<file path="src/arb_consts.svh">
// constants for the output arbiter and threshold register block
`ifndef ARB_CONSTS_SVH
`define ARB_CONSTS_SVH
`define HS_DS_ADDR 9'h18a
`define HS_SRC_ADDR 9'h18b
`define LS_DS_A_ADDR 9'h18c
`define LS_DS_B_ADDR 9'h18d
`define TRIP_ADDR 9'h19b
`define GRANT_ADDR 9'h19c
`define FILT_ADDR 9'h19d
`define LVL_RST 16'h0000
`define TRIP_RST 16'h0000
`define GRANT_RST 16'h0000
`define FILT_RST 16'h0001
`define LVL_W 3
`define TRIP_W 8
`define GRANT_W 4
`define FILT_TYPE_BIT 12
`define FILT_CNT_W 12
`define CLK_NS 100
`define TRIM_SETTLE_NS 1000
`define TRIM_SETTLE_CYC ((`TRIM_SETTLE_NS + `CLK_NS - 1) / `CLK_NS)
`endif

</file>
<file path="src/arb_pkg.sv">
// types shared by the output arbiter block
package arb_pkg;
  localparam int N_CORE = 4;
  localparam int N_OUT = 12;
  typedef logic [N_CORE-1:0][N_OUT-1:0] cmd_bank_t;
  typedef logic [N_CORE-1:0][8:0] addr_bank_t;
  typedef logic [N_CORE-1:0][15:0] data_bank_t;
  typedef logic [N_CORE-1:0][7:0] trip_bank_t;
  typedef enum logic [1:0] {
    OC_IDLE = 2'b00,
    OC_SET = 2'b01,
    OC_WAIT = 2'b10,
    OC_DECIDE = 2'b11
  } oc_state_t;
endpackage

</file>
<file path="src/output_arbiter_threshold_regs.sv">
// output arbiter, input fan-out, diagnosis, trims and threshold registers
`timescale 1ns/100ps
`default_nettype none
`include "arb_consts.svh"
module output_arbiter_threshold_regs #(
  parameter int N_FBK = 12,
  parameter int N_CUR = 4,
  parameter int TRIM_W = 6,
  parameter logic [2:0] SRC_INIT_LO = 3'h1,
  parameter logic [2:0] SRC_INIT_HI = 3'h2
) (
  input wire logic clock,
  input wire logic nrst,
  input wire logic [3:0] launch_trigger_pins,
  input wire logic [N_FBK-1:0] ds_fbk,
  input wire logic [N_CUR-1:0] cur_fbk,
  input wire logic boost_cmp,
  input wire logic amp_sign,
  input wire logic boost_amp_sign,
  input wire arb_pkg::cmd_bank_t core_cmd,
  input wire arb_pkg::cmd_bank_t out_access,
  input wire logic [3:0] oc_req,
  input wire logic spi_wr,
  input wire logic spi_rd,
  input wire logic [8:0] spi_addr,
  input wire logic [15:0] spi_wdata,
  input wire logic [3:0] core_reg_wr,
  input wire arb_pkg::addr_bank_t core_reg_addr,
  input wire arb_pkg::data_bank_t core_reg_wdata,
  input wire logic [3:0] core_trip_wr,
  input wire arb_pkg::trip_bank_t core_trip_data,
  input wire logic [4:0] bs_init,
  input wire logic [4:0] bs_high,
  output logic [3:0][4+N_FBK+N_CUR:0] core_in_q,
  output logic [arb_pkg::N_OUT-1:0] merged_cmd_q,
  output logic [arb_pkg::N_OUT-1:0] diag_fault_q,
  output logic [15:0] spi_rdata_q,
  output logic [14:0] hs_drain_source_level_q,
  output logic [14:0] hs_source_level_q,
  output logic [17:0] ls_drain_source_level_q,
  output logic [7:0] trip_level_q,
  output logic boost_ok_q,
  output logic [TRIM_W-1:0] meas_trim_q,
  output logic [TRIM_W-1:0] boost_trim_q,
  output logic oc_busy_q,
  output logic oc_done_q
);
  import arb_pkg::*;

  localparam int IN_W = 4 + N_FBK + N_CUR + 1;
  localparam logic [15:0] SETTLE = 16'(`TRIM_SETTLE_CYC);

  // two-flop synchronisers for everything arriving from pins or analog
  logic [IN_W+1:0] sync1_q;
  logic [IN_W+1:0] sync2_q;
  always_ff @(posedge clock or negedge nrst) begin
    if (!nrst) begin
      sync1_q <= '0;
      sync2_q <= '0;
    end else begin
      sync1_q <= {boost_amp_sign, amp_sign, boost_cmp, cur_fbk, ds_fbk,
                  launch_trigger_pins};
      sync2_q <= sync1_q;
    end
  end

  logic [3:0] pins_s;
  logic [N_FBK-1:0] ds_s;
  logic [N_CUR-1:0] cur_s;
  logic boost_s;
  logic amp_s;
  logic bamp_s;
  assign {bamp_s, amp_s, boost_s, cur_s, ds_s, pins_s} = sync2_q;

  // one copy per core, all loaded on the same edge
  genvar gc;
  generate
    for (gc = 0; gc < N_CORE; gc++) begin : g_fan
      always_ff @(posedge clock or negedge nrst) begin
        if (!nrst) begin
          core_in_q[gc] <= '0;
        end else begin
          core_in_q[gc] <= {boost_ok_q, cur_s, ds_s, pins_s};
        end
      end
    end
  endgenerate

  // a core drives an output only while it owns it
  logic [N_OUT-1:0] merged_d;
  always_comb begin
    merged_d = '0;
    for (int c = 0; c < N_CORE; c++) begin
      merged_d = merged_d | (core_cmd[c] & out_access[c]);
    end
  end

  always_ff @(posedge clock or negedge nrst) begin
    if (!nrst) begin
      merged_cmd_q <= '0;
      diag_fault_q <= '0;
    end else begin
      merged_cmd_q <= merged_d;
      // fault: output switched on yet its comparator still trips
      diag_fault_q <= merged_cmd_q & ds_s[N_OUT-1:0];
    end
  end

  // level registers: 0 hs drain-source, 1 hs source, 2/3 low side
  logic [3:0][15:0] lvl_q;
  logic [3:0][15:0] lvl_d;

  function automatic logic [8:0] lvl_addr(input int r);
    case (r)
      0: lvl_addr = `HS_DS_ADDR;
      1: lvl_addr = `HS_SRC_ADDR;
      2: lvl_addr = `LS_DS_A_ADDR;
      default: lvl_addr = `LS_DS_B_ADDR;
    endcase
  endfunction

  function automatic int lvl_base(input int r);
    case (r)
      0: lvl_base = 0;
      1: lvl_base = 0;
      2: lvl_base = 5;
      default: lvl_base = 10;
    endcase
  endfunction

  always_comb begin
    lvl_d = lvl_q;
    for (int r = 0; r < 4; r++) begin
      if (spi_wr && spi_addr == lvl_addr(r)) begin
        // host write is never locked and beats core writes
        lvl_d[r] = (r == 3) ? {13'h0000, spi_wdata[2:0]}
                            : {1'b0, spi_wdata[14:0]};
      end else begin
        // low core index applied last so it wins a collision
        for (int c = N_CORE - 1; c >= 0; c--) begin
          if (core_reg_wr[c] && core_reg_addr[c] == lvl_addr(r)) begin
            for (int f = 0; f < 5; f++) begin
              if ((r != 3 || f == 0) &&
                  out_access[c][lvl_base(r) + f]) begin
                lvl_d[r][`LVL_W*f +: `LVL_W] =
                  core_reg_wdata[c][`LVL_W*f +: `LVL_W];
              end
            end
          end
        end
      end
    end
  end

  always_ff @(posedge clock or negedge nrst) begin
    if (!nrst) begin
      lvl_q <= {4{`LVL_RST}};
    end else begin
      lvl_q <= lvl_d;
    end
  end

  // bootstrap init overrides the stored high-side source levels
  logic [14:0] src_eff;
  always_comb begin
    src_eff = lvl_q[1][14:0];
    for (int f = 0; f < 5; f++) begin
      if (bs_init[f]) begin
        src_eff[3*f +: 3] = bs_high[f] ? SRC_INIT_HI : SRC_INIT_LO;
      end
    end
  end

  always_ff @(posedge clock or negedge nrst) begin
    if (!nrst) begin
      hs_drain_source_level_q <= '0;
      hs_source_level_q <= '0;
      ls_drain_source_level_q <= '0;
    end else begin
      hs_drain_source_level_q <= lvl_q[0][14:0];
      hs_source_level_q <= src_eff;
      ls_drain_source_level_q <= {lvl_q[3][2:0], lvl_q[2][14:0]};
    end
  end

  // trip setting, grants and debounce setup
  logic [15:0] trip_q;
  logic [15:0] grant_q;
  logic [15:0] filt_q;

  always_ff @(posedge clock or negedge nrst) begin
    if (!nrst) begin
      trip_q <= `TRIP_RST;
    end else if (spi_wr && spi_addr == `TRIP_ADDR) begin
      trip_q <= {8'h00, spi_wdata[`TRIP_W-1:0]};
    end else begin
      // the backdoor port never reaches this register, only the
      // dedicated trip port does
      for (int c = N_CORE - 1; c >= 0; c--) begin
        if (core_trip_wr[c] && grant_q[c]) begin
          trip_q <= {8'h00, core_trip_data[c]};
        end
      end
    end
  end

  always_ff @(posedge clock or negedge nrst) begin
    if (!nrst) begin
      grant_q <= `GRANT_RST;
    end else if (spi_wr && spi_addr == `GRANT_ADDR) begin
      grant_q <= {12'h000, spi_wdata[`GRANT_W-1:0]};
    end
  end

  always_ff @(posedge clock or negedge nrst) begin
    if (!nrst) begin
      filt_q <= `FILT_RST;
    end else if (spi_wr && spi_addr == `FILT_ADDR) begin
      filt_q <= {3'h0, spi_wdata[12:0]};
    end else begin
      for (int c = N_CORE - 1; c >= 0; c--) begin
        if (core_reg_wr[c] && core_reg_addr[c] == `FILT_ADDR &&
            grant_q[c]) begin
          filt_q <= {3'h0, core_reg_wdata[c][12:0]};
        end
      end
    end
  end

  always_ff @(posedge clock or negedge nrst) begin
    if (!nrst) begin
      trip_level_q <= '0;
    end else begin
      trip_level_q <= trip_q[`TRIP_W-1:0];
    end
  end

  // debounce: counts samples of the new level; a sample back at the
  // held level clears or backs off the count
  logic [`FILT_CNT_W-1:0] fcnt_q;
  always_ff @(posedge clock or negedge nrst) begin
    if (!nrst) begin
      fcnt_q <= '0;
      boost_ok_q <= 1'b0;
    end else if (boost_s != boost_ok_q) begin
      if (fcnt_q >= filt_q[`FILT_CNT_W-1:0]) begin
        boost_ok_q <= boost_s;
        fcnt_q <= '0;
      end else begin
        fcnt_q <= fcnt_q + 1'b1;
      end
    end else if (!filt_q[`FILT_TYPE_BIT]) begin
      fcnt_q <= '0;
    end else if (fcnt_q != '0) begin
      fcnt_q <= fcnt_q - 1'b1;
    end
  end

  // register readback, one cycle after the strobe
  always_ff @(posedge clock or negedge nrst) begin
    if (!nrst) begin
      spi_rdata_q <= '0;
    end else if (spi_rd) begin
      if (spi_addr == `HS_DS_ADDR) begin
        spi_rdata_q <= lvl_q[0];
      end else if (spi_addr == `HS_SRC_ADDR) begin
        spi_rdata_q <= {1'b0, src_eff};
      end else if (spi_addr == `LS_DS_A_ADDR) begin
        spi_rdata_q <= lvl_q[2];
      end else if (spi_addr == `LS_DS_B_ADDR) begin
        spi_rdata_q <= lvl_q[3];
      end else if (spi_addr == `TRIP_ADDR) begin
        spi_rdata_q <= trip_q;
      end else if (spi_addr == `GRANT_ADDR) begin
        spi_rdata_q <= grant_q;
      end else if (spi_addr == `FILT_ADDR) begin
        spi_rdata_q <= filt_q;
      end else begin
        spi_rdata_q <= '0;
      end
    end
  end

  // core requests held until the sequencer can take them
  logic meas_pend_q;
  logic boot_pend_q;
  logic oc_start;
  oc_state_t oc_q;
  assign oc_start = (oc_q == OC_IDLE) && (boot_pend_q || meas_pend_q);

  always_ff @(posedge clock or negedge nrst) begin
    if (!nrst) begin
      meas_pend_q <= 1'b0;
    end else if (|oc_req) begin
      meas_pend_q <= 1'b1; // set beats the clear at start
    end else if (oc_start && !boot_pend_q) begin
      meas_pend_q <= 1'b0;
    end
  end

  // successive approximation of the trim dac, msb first; the boost
  // trim runs once after reset before any core request is served
  logic tgt_q;
  logic [TRIM_W-1:0] bit_q;
  logic [15:0] wait_q;
  logic sign_now;
  assign sign_now = tgt_q ? bamp_s : amp_s;

  always_ff @(posedge clock or negedge nrst) begin
    if (!nrst) begin
      oc_q <= OC_IDLE;
      boot_pend_q <= 1'b1;
      tgt_q <= 1'b0;
      bit_q <= '0;
      wait_q <= '0;
      meas_trim_q <= '0;
      boost_trim_q <= '0;
      oc_busy_q <= 1'b0;
      oc_done_q <= 1'b0;
    end else begin
      oc_done_q <= 1'b0;
      case (oc_q)
        OC_IDLE: begin
          if (oc_start) begin
            tgt_q <= boot_pend_q;
            boot_pend_q <= 1'b0;
            bit_q <= {1'b1, {(TRIM_W-1){1'b0}}};
            if (boot_pend_q) begin
              boost_trim_q <= '0;
            end else begin
              meas_trim_q <= '0;
            end
            oc_busy_q <= 1'b1;
            oc_q <= OC_SET;
          end
        end
        OC_SET: begin
          if (tgt_q) begin
            boost_trim_q <= boost_trim_q | bit_q;
          end else begin
            meas_trim_q <= meas_trim_q | bit_q;
          end
          wait_q <= SETTLE;
          oc_q <= OC_WAIT;
        end
        OC_WAIT: begin
          // let the amplifier settle before judging the sign
          wait_q <= wait_q - 16'h0001;
          if (wait_q == 16'h0001) begin
            oc_q <= OC_DECIDE;
          end
        end
        OC_DECIDE: begin
          if (sign_now) begin
            if (tgt_q) begin
              boost_trim_q <= boost_trim_q & ~bit_q;
            end else begin
              meas_trim_q <= meas_trim_q & ~bit_q;
            end
          end
          bit_q <= bit_q >> 1;
          if (bit_q[0]) begin
            oc_busy_q <= 1'b0;
            oc_done_q <= 1'b1;
            oc_q <= OC_IDLE;
          end else begin
            oc_q <= OC_SET;
          end
        end
        default: oc_q <= OC_IDLE;
      endcase
    end
  end

endmodule
`default_nettype wire

</file>
<file path="config.mk">
export PLATFORM = sky130hd
export DESIGN_NAME = output_arbiter_threshold_regs
export DESIGN_NICKNAME = d
export VERILOG_FILES = /design/src/arb_pkg.sv /design/src/output_arbiter_threshold_regs.sv
export VERILOG_INCLUDE_DIRS = /design/src
export SDC_FILE = /design/constraint.sdc
export NUM_CORES = 1
export LEC_CHECK = 0
export BUFFER_PORTS_ARGS = -buffer_cell sky130_fd_sc_hd__buf_4
export CAP_MARGIN = 10
export CORE_MARGIN = 2
export CORE_UTILIZATION = 30
export DETAILED_ROUTE_END_ITERATION = 8
export GPL_ROUTABILITY_DRIVEN = 0
export PLACE_DENSITY = 0.58
export SETUP_SLACK_MARGIN = 0.4
export SLEW_MARGIN = 20
export SYNTH_ARGS = -nofsm -noshare
export SYNTH_HDL_FRONTEND = slang
export SYNTH_SLANG_ARGS = --single-unit
export TNS_END_PERCENT = 1
</file>
<file path="constraint.sdc">
create_clock -name clock -period 2 [get_ports clock]
set_input_delay 0.4 -clock clock [delete_from_list [all_inputs] [get_ports clock]]
set_output_delay 0.4 -clock clock [all_outputs]
set_load 0.01 [all_outputs]
</file>
; ---- After elaboration in Yosys (flattened, before gate mapping)
; Index checks and enable logic that the tools add are counted.
[totals]
rom_bits = 0
latchBits = 0
ramBits = 0
wordCells = 626
memories = 0
input_bits = 302
reg_bits = 301
[op_classes]
n_div = 0
n_mul = 0
addsub = 51
eq_ne = 43
n_reduce_logical = 55
n_lt_le_gt_ge = 65
muxes = 370
bitwise_logic = 13
n_shift = 0
[ops]
columns = cell, n
row1 = "32-bit by 6-bit less-than comparator with 1-bit output, second input constant", 64
row2 = 32-bit two-way mux, 32
row3 = "32-bit by 3-bit adder with 32-bit output, second input constant", 24
row4 = "32-bit by 2-bit adder with 32-bit output, second input constant", 12
row5 = "32-bit by 4-bit adder with 32-bit output, second input constant", 12
row6 = 16-bit two-way mux, 17
row7 = 1-bit binary-select mux with 4-bit select, 64
row8 = 15-bit two-way mux, 15
row9 = 3-bit two-way mux, 74
row10 = 9-bit == test, 16
row11 = 1-bit two-way mux, 136
row12 = "9-bit == test, second input constant", 11
row13 = 6-bit two-way mux, 11
row14 = 12-bit bitwise AND, 5
row15 = 12-bit two-way mux, 4
row16 = 1-bit logical AND, 37
row17 = 9-bit two-way mux, 4
row18 = 12-bit OR, 3
row19 = 6-bit case mux with 3 select lines, 2
row20 = 16-bit case mux with 2 select lines, 1
row21 = "2-bit != test, second input constant", 10
row22 = "16-bit by 1-bit == test with 1-bit output, second input constant", 1
row23 = "16-bit by 1-bit subtractor with 16-bit output, second input constant", 1
row24 = 2-bit two-way mux, 7
row25 = 24 further kinds, 34

; ---- Logic depth before layout (Yosys ltp)
[logic_depth]
ltp_word = 20
depth_mapped = 9
ltp_nobuf = 8

; ---- Worst setup path after synthesis
; No wires, ideal clock.
[synth_path]
path_type = reg-to-reg
startpoint = register fcnt_q[9]
endpoint = register fcnt_q[4]
stages_incl_launch_ff = 8
n_path_buf = 1
period_less_slack_ns = 2.193
t_arrival_ns = 2.107
setup_ns = 0.086
slack_ns = -0.193
path_cell_list = dfrtp_1 -> ha_1 -> a211oi_1 -> nand2_1 -> o41ai_4 -> buf_2 -> a31oi_1 -> nor3_1
[synth_via]
elab_chain_len = 3
word_cells_on_any_way = 5
[synth_lines]
columns = item, line
row1 = start: declaration, output_arbiter_threshold_regs.sv:240  ; logic [`FILT_CNT_W-1:0] fcnt_q;
row2 = start signal: assignment, output_arbiter_threshold_regs.sv:250  ; fcnt_q <= fcnt_q + 1'b1;
row3 = start signal: assignment, output_arbiter_threshold_regs.sv:255  ; fcnt_q <= fcnt_q - 1'b1;
row4 = 12-bit >= comparator, output_arbiter_threshold_regs.sv:246  ; if (fcnt_q >= filt_q[`FILT_CNT_W-1:0]) begin
row5 = 12-bit two-way mux, output_arbiter_threshold_regs.sv:246
row6 = 12-bit two-way mux, output_arbiter_threshold_regs.sv:245  ; end else if (boost_s != boost_ok_q) begin
; Parallel ways exist; a longest one is shown, timed or not.
; A chain may end at the register's enable or synchronous reset.

; ---- Final worst setup path
[layout_path]
startpoint = register wait_q[9]
endpoint = register oc_q[1]
[layout_via]
elab_chain_len = 3
[layout_lines]
columns = item, line
row1 = start: declaration, output_arbiter_threshold_regs.sv:305  ; logic [15:0] wait_q;
row2 = start signal: assignment, output_arbiter_threshold_regs.sv:348  ; wait_q <= wait_q - 16'h0001;
row3 = 16-bit by 1-bit == test with 1-bit output, output_arbiter_threshold_regs.sv:349  ; if (wait_q == 16'h0001) begin
row4 = 2-bit != test (no line), n/a
row5 = 2-bit AND reduction (no line), n/a
row6 = end signal: assignment, output_arbiter_threshold_regs.sv:344  ; oc_q <= OC_WAIT;
row7 = end signal: assignment, output_arbiter_threshold_regs.sv:350  ; oc_q <= OC_DECIDE;
row8 = end signal: assignment, output_arbiter_threshold_regs.sv:365  ; oc_q <= OC_IDLE;
row9 = end: declaration, output_arbiter_threshold_regs.sv:288  ; oc_state_t oc_q;
; No other way between the ends.

==> flow_metrics.tcl <==
set metrics [dict create \
    async_reset_ff_share_pct 100 \
    core_area_sq_um 49000 \
    synth_ff_type "dfrtp_1" \
    ys_seq_area_share_pct 48.6 \
    endpoint_kind "flip-flop" \
    syn_nets 1822 \
    yosysMostFrequentCell "dfrtp_1" \
    hold_slack_ps 51.7 \
    yosys.area.top_type "dfrtp_1" \
    cp_cell_sequence "or4_4 > or4b_4 > o21ai_4 > nand2_2 > mux2_4" \
    routed_wl_um 62700 \
    grt_usage_pct 23.8 \
    cpLargestDelayFamily "simple AND/OR/NAND/NOR gates" \
    design_area_sq_um 22600 \
    timing.final.max_slew_violations 0 \
    grt_pass1_vias 15100 \
    p_per_area_nw_per_um2 809 \
    ant_nets 0 \
    final-setup-viol-count 12 \
    worstPathRequired_ps 2430 \
    ys_seq_elements 289 \
    ys.warnings.count 0 \
    clock_path_buffers 3 \
    ir_drop_v 0.000535 \
    violations "setup timing" \
    drt_iter0_drc 1138 \
    portBuffers 490 \
    finalCriticalPeriod_ps 2110 \
    path_max_fanout 3 \
    synth_area_sq_um 14900 \
    place_area_sq_um 20300 \
    grt_max_degree 56 \
    cp.buffers_inverters 0 \
    rsz0062_at_grt "true" \
    synth_edf_count 0 \
    max_stage_delay_ps 540 \
    viasPerCell 5.33 \
    worst_slack_ps -108 \
    cts_made_buffers 36 \
    grt-ovfl-total 0 \
    syn_inst 1498 \
    wire_per_inst_um 22.4 \
    cp.depth 5 \
    netlist.area_leader.share_pct 48.3 \
    place_hpwl_um 50500 \
    first_pass_iters 6 \
    rows 81 \
    pin_count 497 \
    vias 14900 \
    synth_area_leaders "dfrtp_1 48%, nand2_1 4.2%, buf_4 3.3%" \
    grt_antenna_before_repair 4 \
    finalPower_mw 18.3 \
    post_cts_buffers 0 \
    syn2layout_area_growth_pct 51.6 \
    whs_path_depth 3 \
    synth_common_cells "287 x dfrtp_1, 168 x nand2_1, 101 x nor2_1" \
    hold_viol 0 \
    fmax_mhz 474 \
    worst_r2r_path_depth 5 \
    cts_sinks 289 \
    yosysUniqueCellTypes 75 \
    drc 0 \
    start_util_pct 30.4 \
    cts_tree "yes" \
    hp-class "in2reg" \
    clkLatencyLatePin_ps 550 \
    place_ws_ps -335 \
    drive_above_1_share_pct 42.4 \
    clk_pin_slew_worst_paths_ps 60 \
    p_leak_nw 10.4 \
    fin_crit_sh_pct 105 \
    clock_skew_ps 25.7 \
    cap_violations 0 \
    cts_root_buf "clkbuf_16" \
    die_h_um 227 \
    slew_headroom_pct 62.6 \
    die_area_sq_um 51400 \
    die_x_um 227 \
    fin_setup_tns_ps -558 \
    layout.nets 2433 \
    crit_type "reg2reg" \
    grt_pass1_wl_um 90800 \
    crit_slowest_cell "or4_4" \
    worst_pin_slew_ps 555 \
    htree_levels 2 \
    syn-mean-instance-area_sq_um 9.94 \
    status "finished, violations left" \
    arrival_ps 2540 \
    cp-start-kind "flip-flop" \
]
-- layer usage --
layer | global-route usage [%] | routed length [um] | up-vias
li1 | - | - | 6769
met3 | 4.89 | 4930 | 161
met4 | 11.9 | 3340 | 0
met1 | 29.0 | 24800 | 7224
met5 | 0 | 0 | -
met2 | 39.8 | 29600 | 778
-- where the power goes --
group / switching, mW / internal, mW
Combinational: 2.15 / 2.21
Sequential: 0.540 / 6.43
Clock: 2.57 / 4.35
-- tightest hold or removal path: stages --
cell,delay (ps)
buf_4,80
nor4_1,40
nand2_1,50
-- worst paths after layout --
kind | start | end | slack, ps
min in group asynchronous | nrst | sync1_q[21]$_DFF_PN0_ | 350
worst max register to register | wait_q[9]$_DFFE_PN0P_ | oc_q[1]$_DFFE_PN0P_ | -110
worst max-delay path | wait_q[9]$_DFFE_PN0P_ | oc_q[1]$_DFFE_PN0P_ | -110
max in group asynchronous | nrst | core_in_q[73]$_DFF_PN0_ | 950
worst min register to register | sync1_q[9]$_DFF_PN0_ | sync2_q[9]$_DFF_PN0_ | 350
worst min-delay path | oc_req[2] | meas_pend_q$_DFFE_PN0P_ | 50
-- repair_timing --
item                                    4_1_cts  5_1_grt
pin swaps                                    41       34
gates resized for setup                     103       71
hold buffers                                 24        0
endpoints found under the setup margin       93      125
endpoints found under the hold margin        63        0
-- cell families (layout without fill, tap and decap cells) --
logic type / count (synthesis) / after routing / share of synthesized area (%)
AOI/OAI and AO/OA: 446 / 446 / 21.4
xor gates and xnor gates: 13 / 13 / 0.765
adders and majority gates: 22 / 22 / 1.85
buffers and inverters: 158 / 793 / 5.82
DFF: 289 / 289 / 48.6
muxes: 56 / 56 / 3.97
other: 1 / 5 / 0.0252
and+or+nand+nor: 513 / 513 / 17.6
-- area by class of cell --
| cell class | instances | area (sq um) |
|---|---|---|
| fillers | 4619 | 26400 |
| well taps | 664 | 831 |
| flip-flops and latches | 289 | 7240 |
| repair buffers | 696 | 5560 |
| multi-input cells | 1051 | 7530 |
| clock inverters | 15 | 245 |
| inverters | 35 | 131 |
| diodes | 4 | 10.0 |
| clock buffers | 47 | 1010 |
-- flip-flops by register name (all words and copies together), names as in the netlist, 12 cells and up --
name                     cells
core_in_q                   21
diag_fault_q                12
fcnt_q                      12
filt_q                      13
hs_drain_source_level_q     15
hs_source_level_q           15
ls_drain_source_level_q     18
lvl_q                       48
merged_cmd_q                12
spi_rdata_q                 15
sync1_q                     23
sync2_q                     23
wait_q                      16
-- cells in the final DEF (no fill, tap or decap), drive strengths merged, types with 12 or more instances in the layout --
master	Yosys	layout
o21a	14	14
o22ai	35	35
mux2i	35	35
a31oi	27	27
inv	35	36
o221a	19	19
nand2b	12	12
clkbuf	40	47
nor2	101	101
mux2	21	21
and3	18	18
o31ai	14	14
a22oi	46	46
nor3	17	17
buf	83	672
nand4	15	15
o211ai	42	42
nor2b	14	14
dlygate4sd3	0	24
nand3	53	53
o21ai	40	40
a21oi	73	73
dfrtp	287	287
nand2	169	169
a211oi	57	57
and2	54	54
ha	22	22
-- metrics by stage --
stage | utilization [%] | cells
global placement | 41.5 | 2711
floorplan | - | 1498
global route | 46.1 | 2801
finish | 46.1 | 2801
CTS | 45.4 | 2797
detailed placement | 41.5 | 2711
Power figures use the tool's default switching activity.
